--- src/include/adc_ctrl_pkg.sv ---
// shared map, field layout and types of the converter control block
package adc_ctrl_pkg;

  // bus and datapath widths
  localparam int ADDR_W  = 10;
  localparam int DATA_W  = 32;
  localparam int REG_W   = 8;
  localparam int RES_W   = 10;
  localparam int CHAN_W  = 2;
  localparam int IRQ_W   = 2;

  // register indices; byte address is four times the index
  localparam logic [7:0] IDX_CONTROL    = 8'hE1;
  localparam logic [7:0] IDX_RESULT_HI  = 8'hE2;
  localparam logic [7:0] IDX_PERIPH_IE  = 8'hE8;
  localparam logic [7:0] IDX_IRQ_STATUS = 8'hD0;
  localparam logic [7:0] IDX_IRQ_CLEAR  = 8'hD1;
  localparam logic [7:0] IDX_IRQ_ENABLE = 8'hD2;

  // turns a register index into its word-aligned byte address
  function automatic logic [ADDR_W-1:0] byte_addr(input logic [7:0] idx);
    return {idx, 2'b00};
  endfunction

  localparam logic [ADDR_W-1:0] ADDR_CONTROL    = byte_addr(IDX_CONTROL);
  localparam logic [ADDR_W-1:0] ADDR_RESULT_HI  = byte_addr(IDX_RESULT_HI);
  localparam logic [ADDR_W-1:0] ADDR_PERIPH_IE  = byte_addr(IDX_PERIPH_IE);
  localparam logic [ADDR_W-1:0] ADDR_IRQ_STATUS = byte_addr(IDX_IRQ_STATUS);
  localparam logic [ADDR_W-1:0] ADDR_IRQ_CLEAR  = byte_addr(IDX_IRQ_CLEAR);
  localparam logic [ADDR_W-1:0] ADDR_IRQ_ENABLE = byte_addr(IDX_IRQ_ENABLE);

  // control/status register fields
  localparam int CTL_RES1_BIT   = 7;
  localparam int CTL_RES0_BIT   = 6;
  localparam int CTL_EXT_EN_BIT = 5;
  localparam int CTL_DONE_BIT   = 4;
  localparam int CTL_START_BIT  = 3;
  localparam int CTL_CLKSEL_BIT = 2;
  localparam int CTL_CHAN_HI    = 1;
  localparam int CTL_CHAN_LO    = 0;

  // result split: high register holds bits 9..2, control holds 1..0
  localparam int RES_HI_MSB = 9;
  localparam int RES_HI_LSB = 2;

  // peripheral interrupt enable fields, bits 7..6 reserved
  localparam int PIE_BRAKE_BIT = 5;
  localparam int PIE_WDOG_BIT  = 4;
  localparam int PIE_CMPB_BIT  = 3;
  localparam int PIE_CMPA_BIT  = 2;
  localparam int PIE_KEYP_BIT  = 1;
  localparam int PIE_TWI_BIT   = 0;
  localparam logic [REG_W-1:0] PIE_MASK = 8'h3F;

  // interrupt status layout
  localparam int IRQ_DONE_BIT   = 0;
  localparam int IRQ_REJECT_BIT = 1;

  // reset values
  localparam logic [REG_W-1:0]  REG_RST  = 8'h00;
  localparam logic [RES_W-1:0]  RES_RST  = 10'h000;
  localparam logic [CHAN_W-1:0] CHAN_RST = 2'h0;
  localparam logic [IRQ_W-1:0]  IRQ_RST  = 2'h0;
  localparam logic [DATA_W-1:0] DATA_RST = 32'h0000_0000;

  // conversion sequencer states
  typedef enum logic [1:0] {
    ST_IDLE,
    ST_BUSY,
    ST_FINISH
  } conv_state_t;

endpackage

--- src/rtl/adc_conv_ctrl.sv ---
// Design decision made here: the APB register port.
`timescale 1ns/10ps
// Function
// - software writing one to start bit while idle begins a conversion
// - start bit reads one while converting, cleared right after done flag sets
// - writing zero to the start bit does nothing; only hardware clears it
// - while start bit is one, every software or pin start is ignored
// - while done flag is one, no new conversion begins
// - only hardware sets done flag; software writes one ignored, zero clears
// - done and start both zero means idle and ready to accept a start
// - done one, start zero means complete; next start needs done cleared
// - done and start may both read one briefly; a transient state
// - channel select writable only while done and start are both zero
// - channel code 0..3 routes analog input 0..3 to the converter
// - high result register shows result bits 9..2 in bits 7..0
module adc_conv_ctrl (
  // clock and reset
  input  wire logic                            pclk,
  input  wire logic                            presetn,
  // apb slave
  input  wire logic                            psel,
  input  wire logic                            penable,
  input  wire logic                            pwrite,
  input  wire logic [adc_ctrl_pkg::ADDR_W-1:0] paddr,
  input  wire logic [adc_ctrl_pkg::DATA_W-1:0] pwdata,
  output logic      [adc_ctrl_pkg::DATA_W-1:0] prdata,
  output logic                                 pready,
  output logic                                 pslverr,
  // analog converter core
  output logic                                 conv_start,
  output logic      [adc_ctrl_pkg::CHAN_W-1:0] conv_channel,
  output logic                                 conv_clock_select,
  input  wire logic [adc_ctrl_pkg::RES_W-1:0]  conv_result,
  input  wire logic                            conv_valid,
  // external trigger pin
  input  wire logic                            external_start_pin,
  // peripheral interrupt enables for the interrupt controller
  output logic      [adc_ctrl_pkg::REG_W-1:0]  periph_irq_enable,
  // interrupt
  output logic                                 irq
);
  import adc_ctrl_pkg::*;

  // zero-extends a register image onto the bus; upper bus bits always read zero
  function automatic logic [DATA_W-1:0] reg_word(input logic [REG_W-1:0] img);
    return {{(DATA_W-REG_W){1'b0}}, img};
  endfunction

  // the interrupt registers are narrower still; pad them to a register first
  function automatic logic [REG_W-1:0] irq_image(input logic [IRQ_W-1:0] flags);
    return {{(REG_W-IRQ_W){1'b0}}, flags};
  endfunction

  conv_state_t        state_r;
  conv_state_t        state_nxt;
  logic               done_r;
  logic               done_nxt;
  logic               ext_en_r;
  logic               ext_en_nxt;
  logic               clksel_r;
  logic               clksel_nxt;
  logic [CHAN_W-1:0]  chan_r;
  logic [CHAN_W-1:0]  chan_nxt;
  logic [RES_W-1:0]   result_r;
  logic [RES_W-1:0]   result_nxt;
  logic [REG_W-1:0]   pie_r;
  logic [REG_W-1:0]   pie_nxt;
  logic [IRQ_W-1:0]   irq_stat_r;
  logic [IRQ_W-1:0]   irq_stat_nxt;
  logic [IRQ_W-1:0]   irq_en_r;
  logic [IRQ_W-1:0]   irq_en_nxt;
  logic               start_nxt;
  logic               irq_nxt;

  // bus handshake signals
  wire                access;
  wire                first_access;
  wire                commit;
  wire                rd_capture;
  wire                pready_nxt;
  wire                pslverr_nxt;
  wire [DATA_W-1:0]   prdata_nxt;

  // address decode
  wire                hit_control;
  wire                hit_result_hi;
  wire                hit_periph_ie;
  wire                hit_irq_status;
  wire                hit_irq_clear;
  wire                hit_irq_enable;
  wire                addr_hit;

  // write strobes
  wire                wr_control;
  wire                wr_periph_ie;
  wire                wr_irq_clear;
  wire                wr_irq_enable;

  // conversion control terms
  wire                ext_rise;
  wire                start_bit;
  wire                idle_ready;
  wire                sw_start_req;
  wire                pin_start_req;
  wire                start_req;
  wire                start_accept;
  wire                conv_finish;
  wire                sw_done_clear;
  wire                chan_open;
  wire [IRQ_W-1:0]    irq_events;
  wire [IRQ_W-1:0]    irq_clear_mask;

  // register images for reads
  wire [REG_W-1:0]    control_image;
  wire [REG_W-1:0]    result_hi_image;
  wire [REG_W-1:0]    irq_stat_image;
  wire [REG_W-1:0]    irq_en_image;

  // external pin edge detector
  // the pin may arrive at any time; only levels that two stages agree on count
  start_pin_sync u_start_pin_sync (
    .pclk    (pclk),
    .presetn (presetn),
    .pin_in  (external_start_pin),
    .rise    (ext_rise)
  );

  // apb: one wait cycle, so the answer always comes two cycles after setup;
  // read data are fetched in that wait cycle, which keeps the mux off the output path
  assign access       = psel & penable;
  assign first_access = access & ~pready;
  assign commit       = access & pready;
  assign rd_capture   = first_access & ~pwrite;
  assign pready_nxt   = first_access;
  assign pslverr_nxt  = first_access & ~addr_hit;

  // decode is shared between read mux, error and write strobes
  // full-address compare: an alias of a register is unmapped and answers an error
  assign hit_control    = (paddr == ADDR_CONTROL);
  assign hit_result_hi  = (paddr == ADDR_RESULT_HI);
  assign hit_periph_ie  = (paddr == ADDR_PERIPH_IE);
  assign hit_irq_status = (paddr == ADDR_IRQ_STATUS);
  assign hit_irq_clear  = (paddr == ADDR_IRQ_CLEAR);
  assign hit_irq_enable = (paddr == ADDR_IRQ_ENABLE);
  assign addr_hit       = hit_control | hit_result_hi | hit_periph_ie
                        | hit_irq_status | hit_irq_clear | hit_irq_enable;

  // writes take effect only at the edge that completes the access
  // a read never has side effects, so polling the control register is safe
  assign wr_control    = commit & pwrite & hit_control;
  assign wr_periph_ie  = commit & pwrite & hit_periph_ie;
  assign wr_irq_clear  = commit & pwrite & hit_irq_clear;
  assign wr_irq_enable = commit & pwrite & hit_irq_enable;

  // start bit is busy or the short finish step, never a stored software value
  assign start_bit = (state_r != ST_IDLE);
  // idle only with both flags low; done high blocks like busy does
  assign idle_ready = (state_r == ST_IDLE) & ~done_r;
  // writing zero to the start bit is no request at all
  assign sw_start_req  = wr_control & pwdata[CTL_START_BIT];
  assign pin_start_req = ext_en_r & ext_rise;
  assign start_req     = sw_start_req | pin_start_req;
  // requests while busy or done are dropped, not queued
  // queuing would let a stale trigger start a conversion long after the fact
  assign start_accept  = start_req & idle_ready;
  assign conv_finish   = (state_r == ST_BUSY) & conv_valid;

  // done is judged before the write, so a clear-and-start write does not start
  assign sw_done_clear = wr_control & ~pwdata[CTL_DONE_BIT];
  assign chan_open     = idle_ready;

  // sticky events: completion and a start that was refused
  // logging the refusal lets software tell that a trigger was lost
  assign irq_events[IRQ_DONE_BIT]   = conv_finish;
  assign irq_events[IRQ_REJECT_BIT] = start_req & ~idle_ready;
  assign irq_clear_mask = wr_irq_clear ? pwdata[IRQ_W-1:0] : IRQ_RST;

  // control image: result low bits on top, status flags in the middle
  assign control_image = {result_r[RES_HI_LSB-1:0],
                          ext_en_r,
                          done_r,
                          start_bit,
                          clksel_r,
                          chan_r};
  assign result_hi_image = result_r[RES_HI_MSB:RES_HI_LSB];

  // interrupt registers share the narrow layout of bits 1..0
  assign irq_stat_image = irq_image(irq_stat_r);
  assign irq_en_image   = irq_image(irq_en_r);

  // read mux; narrow registers sit in the low bits, the rest read zero
  assign prdata_nxt =
      ~rd_capture    ? prdata                    :
      hit_control    ? reg_word(control_image)   :
      hit_result_hi  ? reg_word(result_hi_image) :
      hit_periph_ie  ? reg_word(pie_r)           :
      hit_irq_status ? reg_word(irq_stat_image)  :
      hit_irq_enable ? reg_word(irq_en_image)    :
      DATA_RST;

  // sequencer: idle, converting, then one cycle where done and start both show
  // the finish step is harmless to software, and done is already set by then,
  // so no start can slip in between the end of busy and the done block
  always_comb begin
    state_nxt = state_r;
    start_nxt = 1'b0;
    case (state_r)
      ST_IDLE: begin
        if (start_accept) begin
          state_nxt = ST_BUSY;
          start_nxt = 1'b1;
        end
      end
      ST_BUSY: begin
        if (conv_valid) begin
          state_nxt = ST_FINISH;
        end
      end
      ST_FINISH: begin
        state_nxt = ST_IDLE;
      end
      default: begin
        state_nxt = ST_IDLE;
      end
    endcase
  end

  // done flag: hardware set wins over a software clear in the same cycle
  // losing that race the other way would hide a fresh result from software
  always_comb begin
    done_nxt = done_r;
    if (sw_done_clear) begin
      done_nxt = 1'b0;
    end
    if (conv_finish) begin
      done_nxt = 1'b1;
    end
  end

  // configuration fields; channel held while busy or done
  // clock select and trigger enable may change at any time; only the channel
  // is frozen, since the core must convert the input that was asked for
  always_comb begin
    ext_en_nxt = ext_en_r;
    clksel_nxt = clksel_r;
    chan_nxt   = chan_r;
    pie_nxt    = pie_r;
    irq_en_nxt = irq_en_r;
    if (wr_control) begin
      ext_en_nxt = pwdata[CTL_EXT_EN_BIT];
      clksel_nxt = pwdata[CTL_CLKSEL_BIT];
      if (chan_open) begin
        chan_nxt = pwdata[CTL_CHAN_HI:CTL_CHAN_LO];
      end
    end
    if (wr_periph_ie) begin
      pie_nxt = pwdata[REG_W-1:0] & PIE_MASK;
    end
    if (wr_irq_enable) begin
      irq_en_nxt = pwdata[IRQ_W-1:0];
    end
  end

  // result capture and interrupt status; set wins over write-one-to-clear
  // the result only moves on completion, so a read while busy shows the last one
  assign result_nxt   = conv_finish ? conv_result : result_r;
  assign irq_stat_nxt = irq_events | (irq_stat_r & ~irq_clear_mask);
  assign irq_nxt      = |(irq_stat_nxt & irq_en_nxt);

  // sequencer and flags
  always_ff @(posedge pclk or negedge presetn) begin
    if (!presetn) begin
      state_r    <= ST_IDLE;
      done_r     <= 1'b0;
      conv_start <= 1'b0;
    end else begin
      state_r    <= state_nxt;
      done_r     <= done_nxt;
      conv_start <= start_nxt;
    end
  end

  // configuration and result storage
  always_ff @(posedge pclk or negedge presetn) begin
    if (!presetn) begin
      ext_en_r <= 1'b0;
      clksel_r <= 1'b0;
      chan_r   <= CHAN_RST;
      result_r <= RES_RST;
      pie_r    <= REG_RST;
    end else begin
      ext_en_r <= ext_en_nxt;
      clksel_r <= clksel_nxt;
      chan_r   <= chan_nxt;
      result_r <= result_nxt;
      pie_r    <= pie_nxt;
    end
  end

  // outputs to the converter core and the interrupt controller mirror the held configuration
  // loaded from the next values so the core sees a write with the register
  always_ff @(posedge pclk or negedge presetn) begin
    if (!presetn) begin
      conv_channel      <= CHAN_RST;
      conv_clock_select <= 1'b0;
      periph_irq_enable <= REG_RST;
    end else begin
      conv_channel      <= chan_nxt;
      conv_clock_select <= clksel_nxt;
      periph_irq_enable <= pie_nxt;
    end
  end

  // interrupt status, mask and line
  // the line is built from next values so it never lags the status bit
  always_ff @(posedge pclk or negedge presetn) begin
    if (!presetn) begin
      irq_stat_r <= IRQ_RST;
      irq_en_r   <= IRQ_RST;
      irq        <= 1'b0;
    end else begin
      irq_stat_r <= irq_stat_nxt;
      irq_en_r   <= irq_en_nxt;
      irq        <= irq_nxt;
    end
  end

  // bus answer registers
  // read data hold between reads; a master takes them in the pready cycle
  always_ff @(posedge pclk or negedge presetn) begin
    if (!presetn) begin
      pready  <= 1'b0;
      pslverr <= 1'b0;
      prdata  <= DATA_RST;
    end else begin
      pready  <= pready_nxt;
      pslverr <= pslverr_nxt;
      prdata  <= prdata_nxt;
    end
  end

endmodule // adc_conv_ctrl

--- src/rtl/start_pin_sync.sv ---
`timescale 1ns/10ps
// brings the external start pin into pclk and reports its rising edges
module start_pin_sync (
  // clock and reset
  input  wire logic pclk,
  input  wire logic presetn,
  // asynchronous pin
  input  wire logic pin_in,
  // one-cycle pulse on a filtered rising edge
  output logic      rise
);

  logic sync1_r;
  logic sync2_r;
  logic sync3_r;
  logic level_r;
  logic level_nxt;
  logic rise_nxt;

  // the level only moves once the last two stages agree, so one odd sample is no edge
  assign level_nxt = (sync2_r == sync3_r) ? sync3_r : level_r;
  assign rise_nxt  = level_nxt & ~level_r;

  // three-stage chain; the first stage feeds only the second
  always_ff @(posedge pclk or negedge presetn) begin
    if (!presetn) begin
      sync1_r <= 1'b0;
      sync2_r <= 1'b0;
      sync3_r <= 1'b0;
      level_r <= 1'b0;
      rise    <= 1'b0;
    end else begin
      sync1_r <= pin_in;
      sync2_r <= sync1_r;
      sync3_r <= sync2_r;
      level_r <= level_nxt;
      rise    <= rise_nxt;
    end
  end

endmodule // start_pin_sync

--- config.mk ---
export PLATFORM = sky130hd
export DESIGN_NAME = adc_conv_ctrl
export DESIGN_NICKNAME = d
export VERILOG_FILES = /design/src/include/adc_ctrl_pkg.sv /design/src/rtl/adc_conv_ctrl.sv /design/src/rtl/start_pin_sync.sv
export SDC_FILE = /design/constraint.sdc
export NUM_CORES = 1
export LEC_CHECK = 0
export BUFFER_PORTS_ARGS = -buffer_cell sky130_fd_sc_hd__buf_2
export CORE_MARGIN = 5
export CORE_UTILIZATION = 41
export CTS_CLUSTER_DIAMETER = 60
export CTS_CLUSTER_SIZE = 40
export DETAILED_ROUTE_END_ITERATION = 8
export GPL_TIMING_DRIVEN = 0
export MAX_ROUTING_LAYER = met4
export PLACE_DENSITY = 0.76
export SYNTH_ARGS = -nofsm -noshare
export SYNTH_HDL_FRONTEND = slang
export SYNTH_SLANG_ARGS = --single-unit
--- constraint.sdc ---
create_clock -name pclk -period 1.61 [get_ports pclk]
set_input_delay 0.4025 -clock pclk [delete_from_list [all_inputs] [get_ports pclk]]
set_output_delay 0.4025 -clock pclk [all_outputs]
set_load 0.005 [all_outputs]
==> results.json <==
{
  "first_global_vias": 1667,
  "synth-compound-area-share_pct": 10.0,
  "postLayoutSetupSlackWorst_ns": -0.225,
  "root_buffer": "sky130_fd_sc_hd__clkbuf_8",
  "synth-seq-cells": 44,
  "failed_checks": "setup timing",
  "sequential_fraction_of_the_synthesis_area_pct": 51.4,
  "run_status": "finished with violations",
  "dr_total_vias": 1736,
  "finalHoldViolations": 0,
  "path_class": "in -> reg",
  "max-vdd-ir-drop_v": 0.000517,
  "finalCoreUtilization_pct": 56.0,
  "buffer_ports.inserted": 52,
  "maxClockFrequency_mhz": 545,
  "drt_pre_antenna_iters": 4,
  "first_pass_grt_wire_length_um": 7810,
  "clock_sinks": 44,
  "drv.max_cap_violation_count": 0,
  "synthCells": 217,
  "final-max-slew-violation-count": 0,
  "critPathLaunch": "paddr[0]",
  "timing.rr.start": "pready",
  "ff2ff_setup_slack_ns": 0,
  "timing.final.setup_violations": 8,
  "synth.distinct_cells": 38,
  "synth_flop_cell": "sky130_fd_sc_hd__dfrtp_1",
  "area_growth_from_synthesis_to_layout_pct": 33.4,
  "leakage_nw": 1.57,
  "synth_top_family_by_area": "simple AND/OR/NAND/NOR gates",
  "cts_made_buffers": 5,
  "global_route.usage.total_pct": 15.6,
  "worst-r2r-cell-count": 6,
  "hold_slack_ns": 0.227,
  "drc_errors": 0,
  "synthAdderAreaFrac_pct": 0.467,
  "core_area_mm2": 0.00511,
  "cts-hold-fix-buffers": 0,
  "number_of_h_tree_levels": 2,
  "grt_start_max_net_pins": 45,
  "wl_per_cell_um": 13.4,
  "critPathArrivalTime_ns": 2.05,
  "clock_pin_slew_reported_for_the_worst_setup_and_hold_paths_after_clock_tree_synthesis_ns": 0.07,
  "routed_via_density": 4.58,
  "worst-path-max-fanout": 3,
  "gr-total-overflow": 0,
  "initial_utilization_pct": 42.0,
  "place_hpwl_um": 3860,
  "ios": 106,
  "die-width_um": 82.3,
  "avgSynthCellArea_um2": 9.88,
  "post_synth_mux_area_share_pct": 6.07,
  "die_h_um": 82.3,
  "grt_setup_unrepaired": "true",
  "worstPathRequired_ns": 1.82,
  "number_of_routed_nets_with_antenna_violations": 0,
  "holdCritPathClass": "in -> reg",
  "layout_commonest_cell": "sky130_fd_sc_hd__nand2_1",
  "filler_cell_count": 473,
  "clk_path_buf_depth": 2,
  "die_area_mm2": 0.00677,
  "setup_tns_ns": -1.12,
  "post-route-period-util_pct": 114,
  "clock_latency_on_the_worst_skew_pair_ns": 0.29,
  "drive_gt1_share_pct": 40.1,
  "dr.first_iter.drc_count": 111,
  "synth_xor_xnor_area_share_pct": 0,
  "fin_nets": 368,
  "synth_simple_gate_area_share_pct": 20.1,
  "route.final.wire_length_um": 5060,
  "startpoint_class": "input pin",
  "standard_cell_row_count": 26,
  "placedCellCount": 364,
  "final.setup_skew_ns": 0.0115,
  "cts_tree": "yes",
  "synthesis.yosys.warnings": 0,
  "crit-reg2reg-capture": "state_r[0]",
  "power_per_cell_area_mw_per_mm2": 713,
  "timing.slew.headroom_pct": 35.7,
  "initial_antenna_violation_count": 0,
  "timing.critical_path.to": "state_r[0]",
  "synthesis.area_mm2": 0.00214,
  "stdcell_count": 379,
  "asyncSetResetFlopFracSynth_pct": 100,
  "worst_setup_path_end_kind": "register",
  "gp_congestion": 0.883,
  "synth-edff-count": 0,
  "finalWorstPathRequiredPeriod_ns": 1.83,
  "layout.cells.most_common_list": "sky130_fd_sc_hd__nand2_1, sky130_fd_sc_hd__buf_2, sky130_fd_sc_hd__dfrtp_1, sky130_fd_sc_hd__buf_4, sky130_fd_sc_hd__conb_1",
  "antenna_cells_inserted": 0,
  "max_slew.worst_pin.slew_ns": 0.965
}
## cell families (layout without fill, tap and decap cells)
| logic type | Yosys count | count (layout) |
|---|---|---|
| other | 1 | 26 |
| and+or+nand+nor | 89 | 89 |
| AOI/OAI and AO/OA | 31 | 31 |
| muxes | 12 | 12 |
| adders and majority gates | 1 | 1 |
| buffers and inverters | 39 | 106 |
| DFF | 44 | 44 |
## final cells by class
| cell class | count | area [µm²] | area share [%] |
|---|---|---|---|
| multi-input cells | 159 | 971 | 33.9 |
| inverters | 5 | 18.8 | 0.656 |
| plain buffers | 34 | 249 | 8.71 |
| clock buffers | 7 | 96.3 | 3.37 |
| repair buffers | 60 | 337 | 11.8 |
| flip-flops and latches | 44 | 1100 | 38.5 |
| well taps | 70 | 87.6 | 3.06 |
## worst min-delay path by stage
| stage | cells past startpoint | end | slack (ns) | start |
|---|---|---|---|---|
| 2_1_floorplan | 0 | conv_channel[0] | 0.11 | presetn |
| 3_3_place_gp | 0 | u_start_pin_sync.sync2_r | 0.34 | u_start_pin_sync.sync1_r |
| 3_5_place_dp | 0 | u_start_pin_sync.sync2_r | 0.34 | u_start_pin_sync.sync1_r |
| 4_1_cts | 1 | u_start_pin_sync.sync1_r | 0.22 | external_start_pin |
| 5_1_grt | 1 | u_start_pin_sync.sync1_r | 0.22 | external_start_pin |
| 6_report | 1 | u_start_pin_sync.sync1_r | 0.23 | external_start_pin |
## per-layer routing
| layer | share of wire, % | wire length, µm | track usage, % |
|---|---|---|---|
| met2 | 49 | 2480 | 25.4 |
| met3 | 7.8 | 394 | 3.69 |
| met4 | 0.73 | 37 | 4.15 |
| met1 | 43 | 2160 | 19.6 |
| met5 | 0 | 0 | - |
## through the flow
stage	setup slack, ns	power (mW)	instance area, µm²
after global routing	-0.257	2.12	2860
after detailed placement	-0.717	1.32	2610
final	-0.225	2.04	2860
after CTS	-0.154	2.05	2770
after global placement	-0.676	1.32	2610
after floorplan	-0.295	1.24	2260
## flip-flops by register name (all words and copies together) (netlist names), 2 cells and up
signal	flops
result_r	10
prdata	8
periph_irq_enable	6
conv_channel	2
irq_en_r	2
irq_stat_r	2
state_r	2
## where the power goes
group / internal (mW) / total [mW] / switching, mW
sequential: 1.12 / 1.12 / 0.00654
clock: 0.382 / 0.723 / 0.341
combinational: 0.0981 / 0.194 / 0.0962
total: 1.60 / 2.04 / 0.444
## cells in the mapped netlist, drive strengths merged (2+ instances only)
cell    number  share of area (%)
and2b        2               0.70
nand2       54                9.5
dfrtp       44                 51
a221o        2               0.93
a21oi        3               0.70
clkbuf       6                1.1
and3         2               0.58
nand2b       2               0.58
and2         3               0.88
mux2i        4                1.9
or3          2               0.58
nor4b        2               0.82
inv          5               0.88
a22o         3                1.2
or2          2               0.58
mux2         8                4.2
o21ai       10                2.3
nor3         5                1.2
buf         28                9.9
nand3        3               0.70
nor2         6                1.1
a22oi        9                3.4
## repair_timing
| action | in CTS | in global routing |
|---|---|---|
| endpoints found under the setup margin | 20 | 20 |
| buffers inserted | 4 | 4 |
| pin swaps | 5 | 4 |
| resized for setup | 7 | 20 |
## critical path: stages
cell                      delay, ns
sky130_fd_sc_hd__buf_8         0.10
sky130_fd_sc_hd__or4b_4        0.55
sky130_fd_sc_hd__nor4_4        0.42
sky130_fd_sc_hd__a22oi_2       0.11
sky130_fd_sc_hd__or3_1         0.34
sky130_fd_sc_hd__a21oi_2       0.12
Power figures use the tool's default switching activity.
